<file path="config.mk">
export PLATFORM = sky130hd
export DESIGN_NAME = cca_module
export DESIGN_NICKNAME = d
export VERILOG_FILES = /design/src/inc/cca_pkg.sv /design/src/design/cca_sync.sv /design/src/design/cca_module.sv
export SDC_FILE = /design/constraint.sdc
export NUM_CORES = 1
export LEC_CHECK = 0
export BUFFER_PORTS_ARGS = -buffer_cell sky130_fd_sc_hd__buf_2
export CAP_MARGIN = 20
export CORE_ASPECT_RATIO = 1.25
export CORE_MARGIN = 1
export CORE_UTILIZATION = 44
export CTS_CLUSTER_SIZE = 8
export DETAILED_ROUTE_END_ITERATION = 8
export MAX_ROUTING_LAYER = met4
export PLACE_DENSITY = 0.77
export SYNTH_ARGS = -nofsm -noshare
export SYNTH_HDL_FRONTEND = slang
export SYNTH_SLANG_ARGS = --single-unit
</file>
<file path="constraint.sdc">
create_clock -name clock_i -period 2.3 [get_ports clock_i]
set_input_delay 0.46 -clock clock_i [delete_from_list [all_inputs] [get_ports clock_i]]
set_output_delay 0.46 -clock clock_i [all_outputs]
set_load 0.01 [all_outputs]
</file>
<file path="src/inc/cca_pkg.sv">
// cca_pkg: register map, field positions, reset values and mode decode for
// one capture/compare module of the counter array.
// assumes a 32-bit APB slave with byte addresses and one word per register.
`default_nettype none

package cca_pkg;

  // register byte offsets
  localparam logic [7:0] OFS_MODE   = 8'h00;  // module_mode_control
  localparam logic [7:0] OFS_CMP_LO = 8'h04;  // compare_low_byte / pwm_duty_byte
  localparam logic [7:0] OFS_CMP_HI = 8'h08;  // compare_high_byte / pwm_duty_shadow
  localparam logic [7:0] OFS_STATUS = 8'h0C;  // module_event_flag, write 1 to clear
  localparam logic [7:0] OFS_PIN    = 8'h10;  // pin levels, read only

  // module_mode_control field positions
  localparam int unsigned BIT_IRQ_EN = 0;  // module_irq_enable
  localparam int unsigned BIT_PWM    = 1;  // pwm_select
  localparam int unsigned BIT_TOG    = 2;  // match_toggle_enable
  localparam int unsigned BIT_MAT    = 3;  // match_flag_enable
  localparam int unsigned BIT_CAPN   = 4;  // falling_capture_enable
  localparam int unsigned BIT_CAPP   = 5;  // rising_capture_enable
  localparam int unsigned BIT_ECOM   = 6;  // comparator_enable

  // status and pin register field positions
  localparam int unsigned BIT_FLAG    = 0;  // module_event_flag
  localparam int unsigned BIT_PIN_IN  = 0;  // synchronised pin level
  localparam int unsigned BIT_PIN_OUT = 1;  // level the module drives

  // reset values
  localparam logic [7:0]  RST_MODE = 8'h00;
  localparam logic [7:0]  RST_BYTE = 8'h00;
  localparam logic [31:0] RST_WORD = 32'h0000_0000;
  localparam logic [7:0]  WRAP_LOW = 8'h00;  // low byte value just after a wrap

  // decoded module function
  typedef enum logic [2:0] {
    MODE_IDLE,
    MODE_CAPTURE,
    MODE_TIMER,
    MODE_HSO,
    MODE_PWM
  } cca_mode_e;

endpackage : cca_pkg

`default_nettype wire

</file>
<file path="src/design/cca_sync.sv">
// cca_sync: two-flop synchroniser for levels arriving from outside the clock.
// assumes the input is a slow level; the first flop feeds only the second.
`default_nettype none

module cca_sync #(
  parameter int unsigned WIDTH = 1  // number of independent levels
) (
  input  wire logic             clock_i,  // module clock
  input  wire logic             rst_i,    // synchronous, active high
  input  wire logic [WIDTH-1:0] async_i,  // level from a pin
  output logic      [WIDTH-1:0] sync_o    // level safe to use
);

  logic [WIDTH-1:0] meta_ff;  // first stage, may go metastable
  logic [WIDTH-1:0] sync_ff;  // second stage

  // two stages give a resolution window of a full clock period
  always_ff @(posedge clock_i) begin
    if (rst_i) begin
      meta_ff <= '0;
      sync_ff <= '0;
    end else begin
      meta_ff <= async_i;
      sync_ff <= meta_ff;
    end
  end

  assign sync_o = sync_ff;

endmodule : cca_sync

`default_nettype wire

</file>
<file path="src/design/cca_module.sv">
// cca_module: one capture/compare module of the counter array, APB slave.
// assumes the shared 16-bit counter lives outside on the same clock and
// pulses counter_tick_i in each cycle in which it shows a new value.
//
// Contract
// [RULE_01] mode bits 6..0 read zero after reset
// [RULE_02] software never writes reserved bit 7
// [RULE_03] reserved mode bit reads undefined
// [RULE_04] either capture edge bit selects capture
// [RULE_05] pin sampled, not used asynchronously
// [RULE_06] capture copies full 16-bit counter
// [RULE_07] rising-only setting captures rising edges
// [RULE_08] falling-only setting captures falling edges
// [RULE_09] both edge bits capture every transition
// [RULE_10] interrupt needs event flag and enable
// [RULE_11] comparator plus match makes software timer
// [RULE_12] timer compares counter every count
// [RULE_13] match bit lets equality set flag
// [RULE_14] toggle bit inverts pin on equality
// [RULE_15] toggle, match, comparator select high-speed output
// [RULE_16] high-speed output toggles on every match
// [RULE_17] all mode bits zero does nothing
// [RULE_18] comparator plus PWM selects 8-bit PWM
// [RULE_19] PWM low below duty, reload on wrap
// [RULE_20] hardware only sets the event flag
//
// The implementer's own choices: the APB slave port and the register addresses.
`default_nettype none

module cca_module
  import cca_pkg::*;
(
  input  wire logic        clock_i,            // module clock, 20 MHz
  input  wire logic        rst_i,              // synchronous, active high
  input  wire logic        psel_i,             // apb select
  input  wire logic        penable_i,          // apb access phase
  input  wire logic        pwrite_i,           // apb direction, 1 = write
  input  wire logic [7:0]  paddr_i,            // apb byte address
  input  wire logic [31:0] pwdata_i,           // apb write data
  output logic      [31:0] prdata_o,           // apb read data
  output logic             pready_o,           // apb ready
  output logic             pslverr_o,          // apb error, unmapped address
  input  wire logic [15:0] counter_value_i,    // shared counter, high and low byte
  input  wire logic        counter_tick_i,     // counter shows a new value
  input  wire logic        module_pin_i,       // pin level from the pad
  output logic             module_pin_o,       // level driven on the pin
  output logic             module_pin_oe_n_o,  // low while the module drives
  output logic             module_irq_o,       // interrupt request
  output logic             module_event_flag_o // flag for the shared control register
);

  // registers
  logic [7:0]  mode_ff;      // module_mode_control
  logic [7:0]  cmp_lo_ff;    // compare_low_byte, also pwm_duty_byte
  logic [7:0]  cmp_hi_ff;    // compare_high_byte, also pwm_duty_shadow
  logic        flag_ff;      // module_event_flag
  logic        irq_ff;       // registered interrupt request
  logic        pin_out_ff;   // driven pin level
  logic        pin_oen_ff;   // pin output enable, active low
  logic        pin_prev_ff;  // last synchronised pin level
  logic        pready_ff;    // apb ready, one wait state
  logic        pslverr_ff;   // apb error
  logic [31:0] prdata_ff;    // apb read data

  // combinational helpers
  cca_mode_e   mode_sel;     // decoded function
  logic        pin_sync;     // pin after two flops
  logic        rise_evt;     // rising edge seen on the pin
  logic        fall_evt;     // falling edge seen on the pin
  logic        capture_evt;  // capture this cycle
  logic        match_evt;    // counter equals compare this count
  logic        wrap_evt;     // low byte just wrapped to zero
  logic        apb_access;   // access phase
  logic        apb_commit;   // edge at which the transfer completes
  logic        addr_hit;     // address is mapped
  logic [31:0] rd_data;      // read mux
  logic        wr_mode;      // write strobes
  logic        wr_lo;
  logic        wr_hi;
  logic        flag_clear;   // software clears the flag
  logic        flag_set;     // hardware sets the flag

  // the pin crosses into the clock domain before any edge logic sees it
  cca_sync #(
    .WIDTH (1)
  ) u_pin_sync (
    .clock_i (clock_i),
    .rst_i   (rst_i),
    .async_i (module_pin_i),
    .sync_o  (pin_sync)
  );

  // mode decode; capture wins over any compare setting
  always_comb begin
    if (mode_ff[BIT_CAPP] || mode_ff[BIT_CAPN]) begin
      mode_sel = MODE_CAPTURE;  // RULE_04
    end else if (mode_ff[BIT_ECOM] && mode_ff[BIT_PWM] && !mode_ff[BIT_MAT] && !mode_ff[BIT_TOG]) begin
      mode_sel = MODE_PWM;  // RULE_18
    end else if (mode_ff[BIT_ECOM] && mode_ff[BIT_TOG] && !mode_ff[BIT_PWM]) begin
      mode_sel = MODE_HSO;  // RULE_15
    end else if (mode_ff[BIT_ECOM] && mode_ff[BIT_MAT] && !mode_ff[BIT_PWM]) begin
      mode_sel = MODE_TIMER;  // RULE_11
    end else begin
      mode_sel = MODE_IDLE;  // RULE_17
    end
  end

  // edge detection on the synchronised level only
  always_ff @(posedge clock_i) begin
    if (rst_i) begin
      pin_prev_ff <= 1'b0;
    end else begin
      pin_prev_ff <= pin_sync;  // RULE_05
    end
  end

  assign rise_evt = pin_sync && !pin_prev_ff;
  assign fall_evt = !pin_sync && pin_prev_ff;
  // only the edge directions that the mode enables may capture
  assign capture_evt = (mode_sel == MODE_CAPTURE) &&  // RULE_07 RULE_08 RULE_09
                       ((mode_ff[BIT_CAPP] && rise_evt) || (mode_ff[BIT_CAPN] && fall_evt));

  // equality is checked once per count so a stalled counter matches only once
  assign match_evt = ((mode_sel == MODE_TIMER) || (mode_sel == MODE_HSO)) && counter_tick_i &&
                     (counter_value_i == {cmp_hi_ff, cmp_lo_ff});  // RULE_12
  assign wrap_evt = counter_tick_i && (counter_value_i[7:0] == WRAP_LOW);

  // apb decode
  assign apb_access = psel_i && penable_i;
  assign apb_commit = apb_access && pready_ff;
  assign wr_mode    = apb_commit && pwrite_i && (paddr_i == OFS_MODE);
  assign wr_lo      = apb_commit && pwrite_i && (paddr_i == OFS_CMP_LO);
  assign wr_hi      = apb_commit && pwrite_i && (paddr_i == OFS_CMP_HI);
  assign flag_clear = apb_commit && pwrite_i && (paddr_i == OFS_STATUS) && pwdata_i[BIT_FLAG];
  assign flag_set   = capture_evt || (match_evt && mode_ff[BIT_MAT]);  // RULE_13

  // read mux; unmapped addresses read zero and flag an error
  always_comb begin
    rd_data  = RST_WORD;
    addr_hit = 1'b1;
    unique case (paddr_i)
      OFS_MODE:   rd_data[7:0] = mode_ff;  // RULE_03
      OFS_CMP_LO: rd_data[7:0] = cmp_lo_ff;
      OFS_CMP_HI: rd_data[7:0] = cmp_hi_ff;
      OFS_STATUS: rd_data[BIT_FLAG] = flag_ff;
      OFS_PIN: begin
        rd_data[BIT_PIN_IN]  = pin_sync;
        rd_data[BIT_PIN_OUT] = pin_out_ff;
      end
      default:    addr_hit = 1'b0;
    endcase
  end

  // apb handshake: ready rises one cycle into the access phase
  always_ff @(posedge clock_i) begin
    if (rst_i) begin
      pready_ff  <= 1'b0;
      pslverr_ff <= 1'b0;
      prdata_ff  <= RST_WORD;
    end else if (apb_access && !pready_ff) begin
      pready_ff  <= 1'b1;
      pslverr_ff <= !addr_hit;
      prdata_ff  <= pwrite_i ? RST_WORD : rd_data;
    end else begin
      pready_ff  <= 1'b0;
      pslverr_ff <= 1'b0;
    end
  end

  // mode register; bit 7 is stored as written, its meaning is reserved
  always_ff @(posedge clock_i) begin
    if (rst_i) begin
      mode_ff <= RST_MODE;  // RULE_01
    end else if (wr_mode) begin
      mode_ff <= pwdata_i[7:0];
    end
  end

  // compare/capture pair; a capture beats a software write in the same cycle
  always_ff @(posedge clock_i) begin
    if (rst_i) begin
      cmp_lo_ff <= RST_BYTE;
      cmp_hi_ff <= RST_BYTE;
    end else if (capture_evt) begin
      cmp_hi_ff <= counter_value_i[15:8];  // RULE_06
      cmp_lo_ff <= counter_value_i[7:0];
    end else begin
      if ((mode_sel == MODE_PWM) && wrap_evt) begin
        cmp_lo_ff <= cmp_hi_ff;  // RULE_19
      end else if (wr_lo) begin
        cmp_lo_ff <= pwdata_i[7:0];
      end
      if (wr_hi) begin
        cmp_hi_ff <= pwdata_i[7:0];
      end
    end
  end

  // event flag: a set in the clearing cycle wins so no event is lost
  always_ff @(posedge clock_i) begin
    if (rst_i) begin
      flag_ff <= 1'b0;
    end else if (flag_set) begin
      flag_ff <= 1'b1;
    end else if (flag_clear) begin
      flag_ff <= 1'b0;  // RULE_20
    end
  end

  // interrupt request follows flag and enable one cycle later
  always_ff @(posedge clock_i) begin
    if (rst_i) begin
      irq_ff <= 1'b0;
    end else begin
      irq_ff <= flag_ff && mode_ff[BIT_IRQ_EN];  // RULE_10
    end
  end

  // pin driver; in capture and idle modes the pin is left to the outside
  always_ff @(posedge clock_i) begin
    if (rst_i) begin
      pin_out_ff <= 1'b0;
      pin_oen_ff <= 1'b1;
    end else begin
      pin_oen_ff <= !((mode_sel == MODE_HSO) || (mode_sel == MODE_PWM));
      if ((mode_sel == MODE_HSO) && match_evt) begin
        pin_out_ff <= !pin_out_ff;  // RULE_14 RULE_16
      end else if (mode_sel == MODE_PWM) begin
        pin_out_ff <= (counter_value_i[7:0] >= cmp_lo_ff);  // RULE_19
      end
    end
  end

  assign prdata_o            = prdata_ff;
  assign pready_o            = pready_ff;
  assign pslverr_o           = pslverr_ff;
  assign module_pin_o        = pin_out_ff;
  assign module_pin_oe_n_o   = pin_oen_ff;
  assign module_irq_o        = irq_ff;
  assign module_event_flag_o = flag_ff;
endmodule : cca_module

`default_nettype wire

</file>
======== Word level (Yosys, flattened, before mapping) ========
Index checks and enable logic that the tools add are counted.
word-level totals
  output and inout port bits .............. 38
  register bits after elaboration ......... 65
cells by class
  mux-type cells .......................... 19
  $lt $le $gt $ge ......................... 1
  reductions and logical operators ........ 50
  eq/ne operators ......................... 9
  bitwise gates (word level) .............. 1
operator list
  cell                  number
  $mux W8               6
  $logic_and A1 B1 Y1   28
  $pmux W6 S3           1
  $eq A16 B16 Y1        1
  $eq A8 B4 Y1 const B  2
  $logic_not A8 Y1      2
  $logic_not A1 Y1      9
  $eq A8 B3 Y1 const B  1
  $eq A8 B5 Y1 const B  1
  $ge A8 B8 Y1          1
  $eq A3 B2 Y1 const B  2
  $mux W1               6
  $mux W3               2
  $reduce_bool A2 Y1    3
  $logic_or A1 B1 Y1    5
  $pmux W1 S5           1
  $reduce_or A5 Y1      1
  $mux W2               2
  $pmux W1 S4           1
  $eq A3 B1 Y1 const B  1
  $eq A3 B3 Y1 const B  1
  $reduce_bool A3 Y1    1
  $reduce_or A2 Y1      1
  $not A1 Y1            1

======== Longest topological paths before layout ========
  depth in word-level cells ............... 13
  gate-level depth with buffers ........... 7

======== Modules after synthesis ========
A second synthesis with hierarchy kept.
second synthesis, totals
  cells, all modules ...................... 308
  area total of the unflattened synthesis .. 2544.9 sq um
modules (own cells, without submodules)
  module      sequential area each (sq um)  area each (sq um)  cells an instance  instances
  cca_module  780.7                         2492.4             304                1
  cca_sync    40.0                          52.6               4                  1

======== Worst setup path before layout ========
Ideal clock, no wire load.
  path type ............................... input to register
  from .................................... input port paddr_i[0]
  to ...................................... register mode_ff[2]
  arrival ................................. 2.163 ns
  required time ........................... 2.172 ns
  buffers on the path ..................... 1
  path slack .............................. 0.010 ns
  stages on the path ...................... 6
  path through ............................ or4_4 -> or4_4 -> or3_1 -> buf_6 -> mux2i_1 -> nor2_1
on the way
  cells in the longest elaborated chain, start to end .. 2
RTL lines
  what                    RTL line           text
  start: declaration      cca_module.sv:38   input wire logic [7:0] paddr_i,
  $logic_not A8 Y1        cca_module.sv:131  assign wr_mode = apb_commit && pwrite_i && (paddr_i == OFS_MODE);
  $logic_and A1 B1 Y1     cca_module.sv:131
  end signal: assignment  cca_module.sv:175  mode_ff <= pwdata_i[7:0];
  end: declaration        cca_module.sv:53   logic [7:0] mode_ff;
No other way between the ends.
A chain may end at the register's enable or synchronous reset.

======== Worst setup path in the final report ========
  from .................................... register cmp_lo_ff[2]
  to ...................................... register pin_out_ff, in the netlist module_pin_o
on the way
  cells in the longest elaborated chain, start to end .. 4
RTL lines
  what                                                  RTL line           text
  start: declaration                                    cca_module.sv:54   logic [7:0] cmp_lo_ff;
  start signal: assignment                              cca_module.sv:186  cmp_lo_ff <= counter_value_i[7:0];
  start signal: assignment                              cca_module.sv:189  cmp_lo_ff <= cmp_hi_ff;
  start signal: assignment                              cca_module.sv:191  cmp_lo_ff <= pwdata_i[7:0];
  branches (longest 4 deep; another with $ge A8 B8 Y1)  -
  end signal: assignment                                cca_module.sv:227  pin_out_ff <= !pin_out_ff;
  end signal: assignment                                cca_module.sv:229  pin_out_ff <= (counter_value_i[7:0] >= cmp_lo_ff);
  end: declaration                                      cca_module.sv:58   logic pin_out_ff;
Parallel ways; which one is timed is not known. The select of a mux whose other input is x is not followed.

==> flow_summary.toml <==
[clock_tree]
cts_setup_buffers = 0
cts_resized = 0
cts_sinks = 41
clkTransAtPathRegs_ns = 0.09
cts_hold_buf = 0
cts_buffer_depth = 2
cts_tree = "built"
clk_latency_ns = 0.30
root_buffer = "clkbuf_8"
h-tree-depth = 2
cts_buffers = 5

[critical_path]
worst-path-buf-inv = 2
crit_end = "module_pin_o"
cp.arrival_ns = 2.35
cp-end-kind = "register"
cp-start-kind = "register"
startpoint = "cmp_lo_ff[2]"
path_depth = 8
crit_chain = "inv_1 > ha_1 > nand4_1 > or4b_2 > nor4_1 > buf_4 > and3_1 > nor4_2"
reg2reg_from = "cmp_lo_ff[2]"
critPathMaxStageDelay_ns = 0.64
crit_required_ns = 2.47
cp_slowest_cell = "or4b_2"
path_class = "register to register"
rr_endpoint = "module_pin_o"
worstPathMaxFanout = 3
path_delay_family = "simple AND/OR/NAND/NOR gates"
reg2reg_slack_ns = 0.12
r2r.worst_path.cells = 8

[finish]
antenna_cells = 0
nets = 441
fin_util = 0.5518
finalNonFillerCells = 435
area_growth_pct = 19.59
drive_above_1_share = 0.2534

[floorplan]
start_util = 0.4614
die-area_um2 = 6056
die_x_um = 69.81
rows = 30
fp.dieH_um = 86.76
core_area_um2 = 5480
io_pins = 101

[sta]
tightestPinTransition_ns = 0.5928
finalSetupViolCount = 0
min_period_ns = 2.185
slew_violations = 0
timing.setup.tns_ns = 0
slew_headroom = 0.5946
final.setup_skew_ns = 0.008635
fmax_mhz = 457.7
final.setup.worst_slack_ns = 0.1153
final-hold-violation-count = 0
post-route-period-util = 0.9499
rsz0062_at_grt = "no"

[yosys]
synth_cell_types = 49
synth_seq_area_share = 0.3246
syn_avg_cell_area_um2 = 8.291
syn_area_um2 = 2529
synth_edf_count = 0
ys_warn_count = 0
synthArstFlopShare = 0
netlist_instances = 305
synth-seq-cells = 41
synth-main-ff-cell = "dfxtp_1"

[grt]
grt_pass1_wl_um = 10460
antenna_found_initial = 0
grt_usage = 0.2245
grt-ovfl-total = 0
grt_max_degree = 31
grt_pass1_vias = 2226

[power]
leakagePower_nw = 1.301
peakVddDrop_mv = 0.2669
finalPower_mw = 1.586
power_density_nw_per_um2 = 524.5

[placed_design]
portBuffers = 52
place_inst = 427
dp_hpwl_um = 5050
place.gp.congestion = 0.9163
dpl_worst_slack_ns = -0.1590

[worst_hold_path]
min_path_type = "primary input to register"

[routing]
postRouteAntennaNets = 0
viasPerCell = 5.501
wl_um = 6513
drcViolationCount = 0
wl_per_cell_um = 14.97
drtIter0Drc = 105
vias = 2393
drtPass1Iterations = 4

[status]
run_status = "finished clean"

[flow_run]
cap_violations = 0
-- registers in the layout, summed over array words and instances, names as in the netlist --
register,cells
cmp_hi_ff,8
cmp_lo_ff,8
mode_ff,8
module_event_flag_o,1
module_irq_o,1
module_pin_o,1
module_pin_oe_n_o,1
pin_prev_ff,1
prdata_o,8
pready_o,1
pslverr_o,1
u_pin_sync.meta_ff,1
u_pin_sync.sync_o,1
-- Yosys cell counts, types with 8 or more instances --
cell type	count	area, um2
a211oi_1	10	75.07
buf_4	24	180.2
mux2i_1	15	150.1
ha_1	8	100.1
o21ai_0	11	55.05
a311oi_1	9	78.83
a21boi_0	8	60.06
inv_1	9	33.78
nand2_1	38	142.6
xnor2_1	8	70.07
dfxtp_1	41	820.8
o31ai_1	8	60.06
clkbuf_1	11	41.29
nor2_1	35	131.4
-- stage by stage --
step / cell area, um2 / hold slack [ns]
3_5_place_dp: 2880 / 0.4314
3_3_place_gp: 2880 / 0.4220
6_report: 3024 / 0.3747
5_1_grt: 3024 / 0.4017
4_1_cts: 3018 / 0.3720
2_1_floorplan: 2615 / 0.4138
-- worst min path at each step --
stage / from / to / slack [ns] / cells past startpoint
2_1_floorplan: u_pin_sync.meta_ff / u_pin_sync.sync_o / 0.41 / 1
3_3_place_gp: u_pin_sync.meta_ff / u_pin_sync.sync_o / 0.42 / 1
3_5_place_dp: u_pin_sync.meta_ff / u_pin_sync.sync_o / 0.43 / 1
4_1_cts: module_pin_i / u_pin_sync.meta_ff / 0.37 / 2
5_1_grt: module_pin_i / u_pin_sync.meta_ff / 0.40 / 2
6_report: module_pin_i / u_pin_sync.meta_ff / 0.37 / 2
-- routing by layer --
metal,track usage,part of all wire
met5,-,0
met4,0.07273,0.017
met3,0.03488,0.052
met2,0.3916,0.51
met1,0.2644,0.42
-- power by group --
part	leakage [nW]	total, mW	internal, mW	switching, mW
combinational	0.901	0.162	0.0651	0.0969
sequential	0.331	0.715	0.713	0.00220
clock	0.0687	0.709	0.437	0.272
total	1.30	1.59	1.21	0.371
-- layout by cell type, fill, tap and decap left out, drive strengths merged, types with 6 or more instances in the layout --
| cell type | Yosys | layout |
|---|---|---|
| nor2 | 35 | 35 |
| dfxtp | 41 | 41 |
| mux2i | 15 | 15 |
| conb | 1 | 24 |
| buf | 28 | 74 |
| inv | 9 | 10 |
| o31ai | 8 | 8 |
| a211oi | 10 | 10 |
| a22oi | 6 | 6 |
| o21ai | 13 | 13 |
| a311oi | 9 | 9 |
| ha | 8 | 8 |
| nand2 | 38 | 38 |
| a21boi | 8 | 8 |
| xnor2 | 8 | 8 |
-- cell type report --
| cell class | instances | area, um2 |
|---|---|---|
| fill | 522 | 2456 |
| multi-input combinational | 239 | 1514 |
| clock buffer | 5 | 68.82 |
| inverter | 9 | 33.78 |
| tap | 64 | 80.08 |
| clock inverter | 3 | 68.82 |
| timing repair buffer | 74 | 437.9 |
| sequential | 41 | 820.8 |
-- cell families after synthesis --
group,after synthesis,synth area share
buffers and inverters,48,0.1133
DFF,41,0.3246
muxes,16,0.06828
xor gates and xnor gates,8,0.02771
adders and majority gates,8,0.03959
other,1,0.001483
and+or+nand+nor,115,0.2301
AOI/OAI and AO/OA,68,0.1950
(Power assumes the default switching activity.)
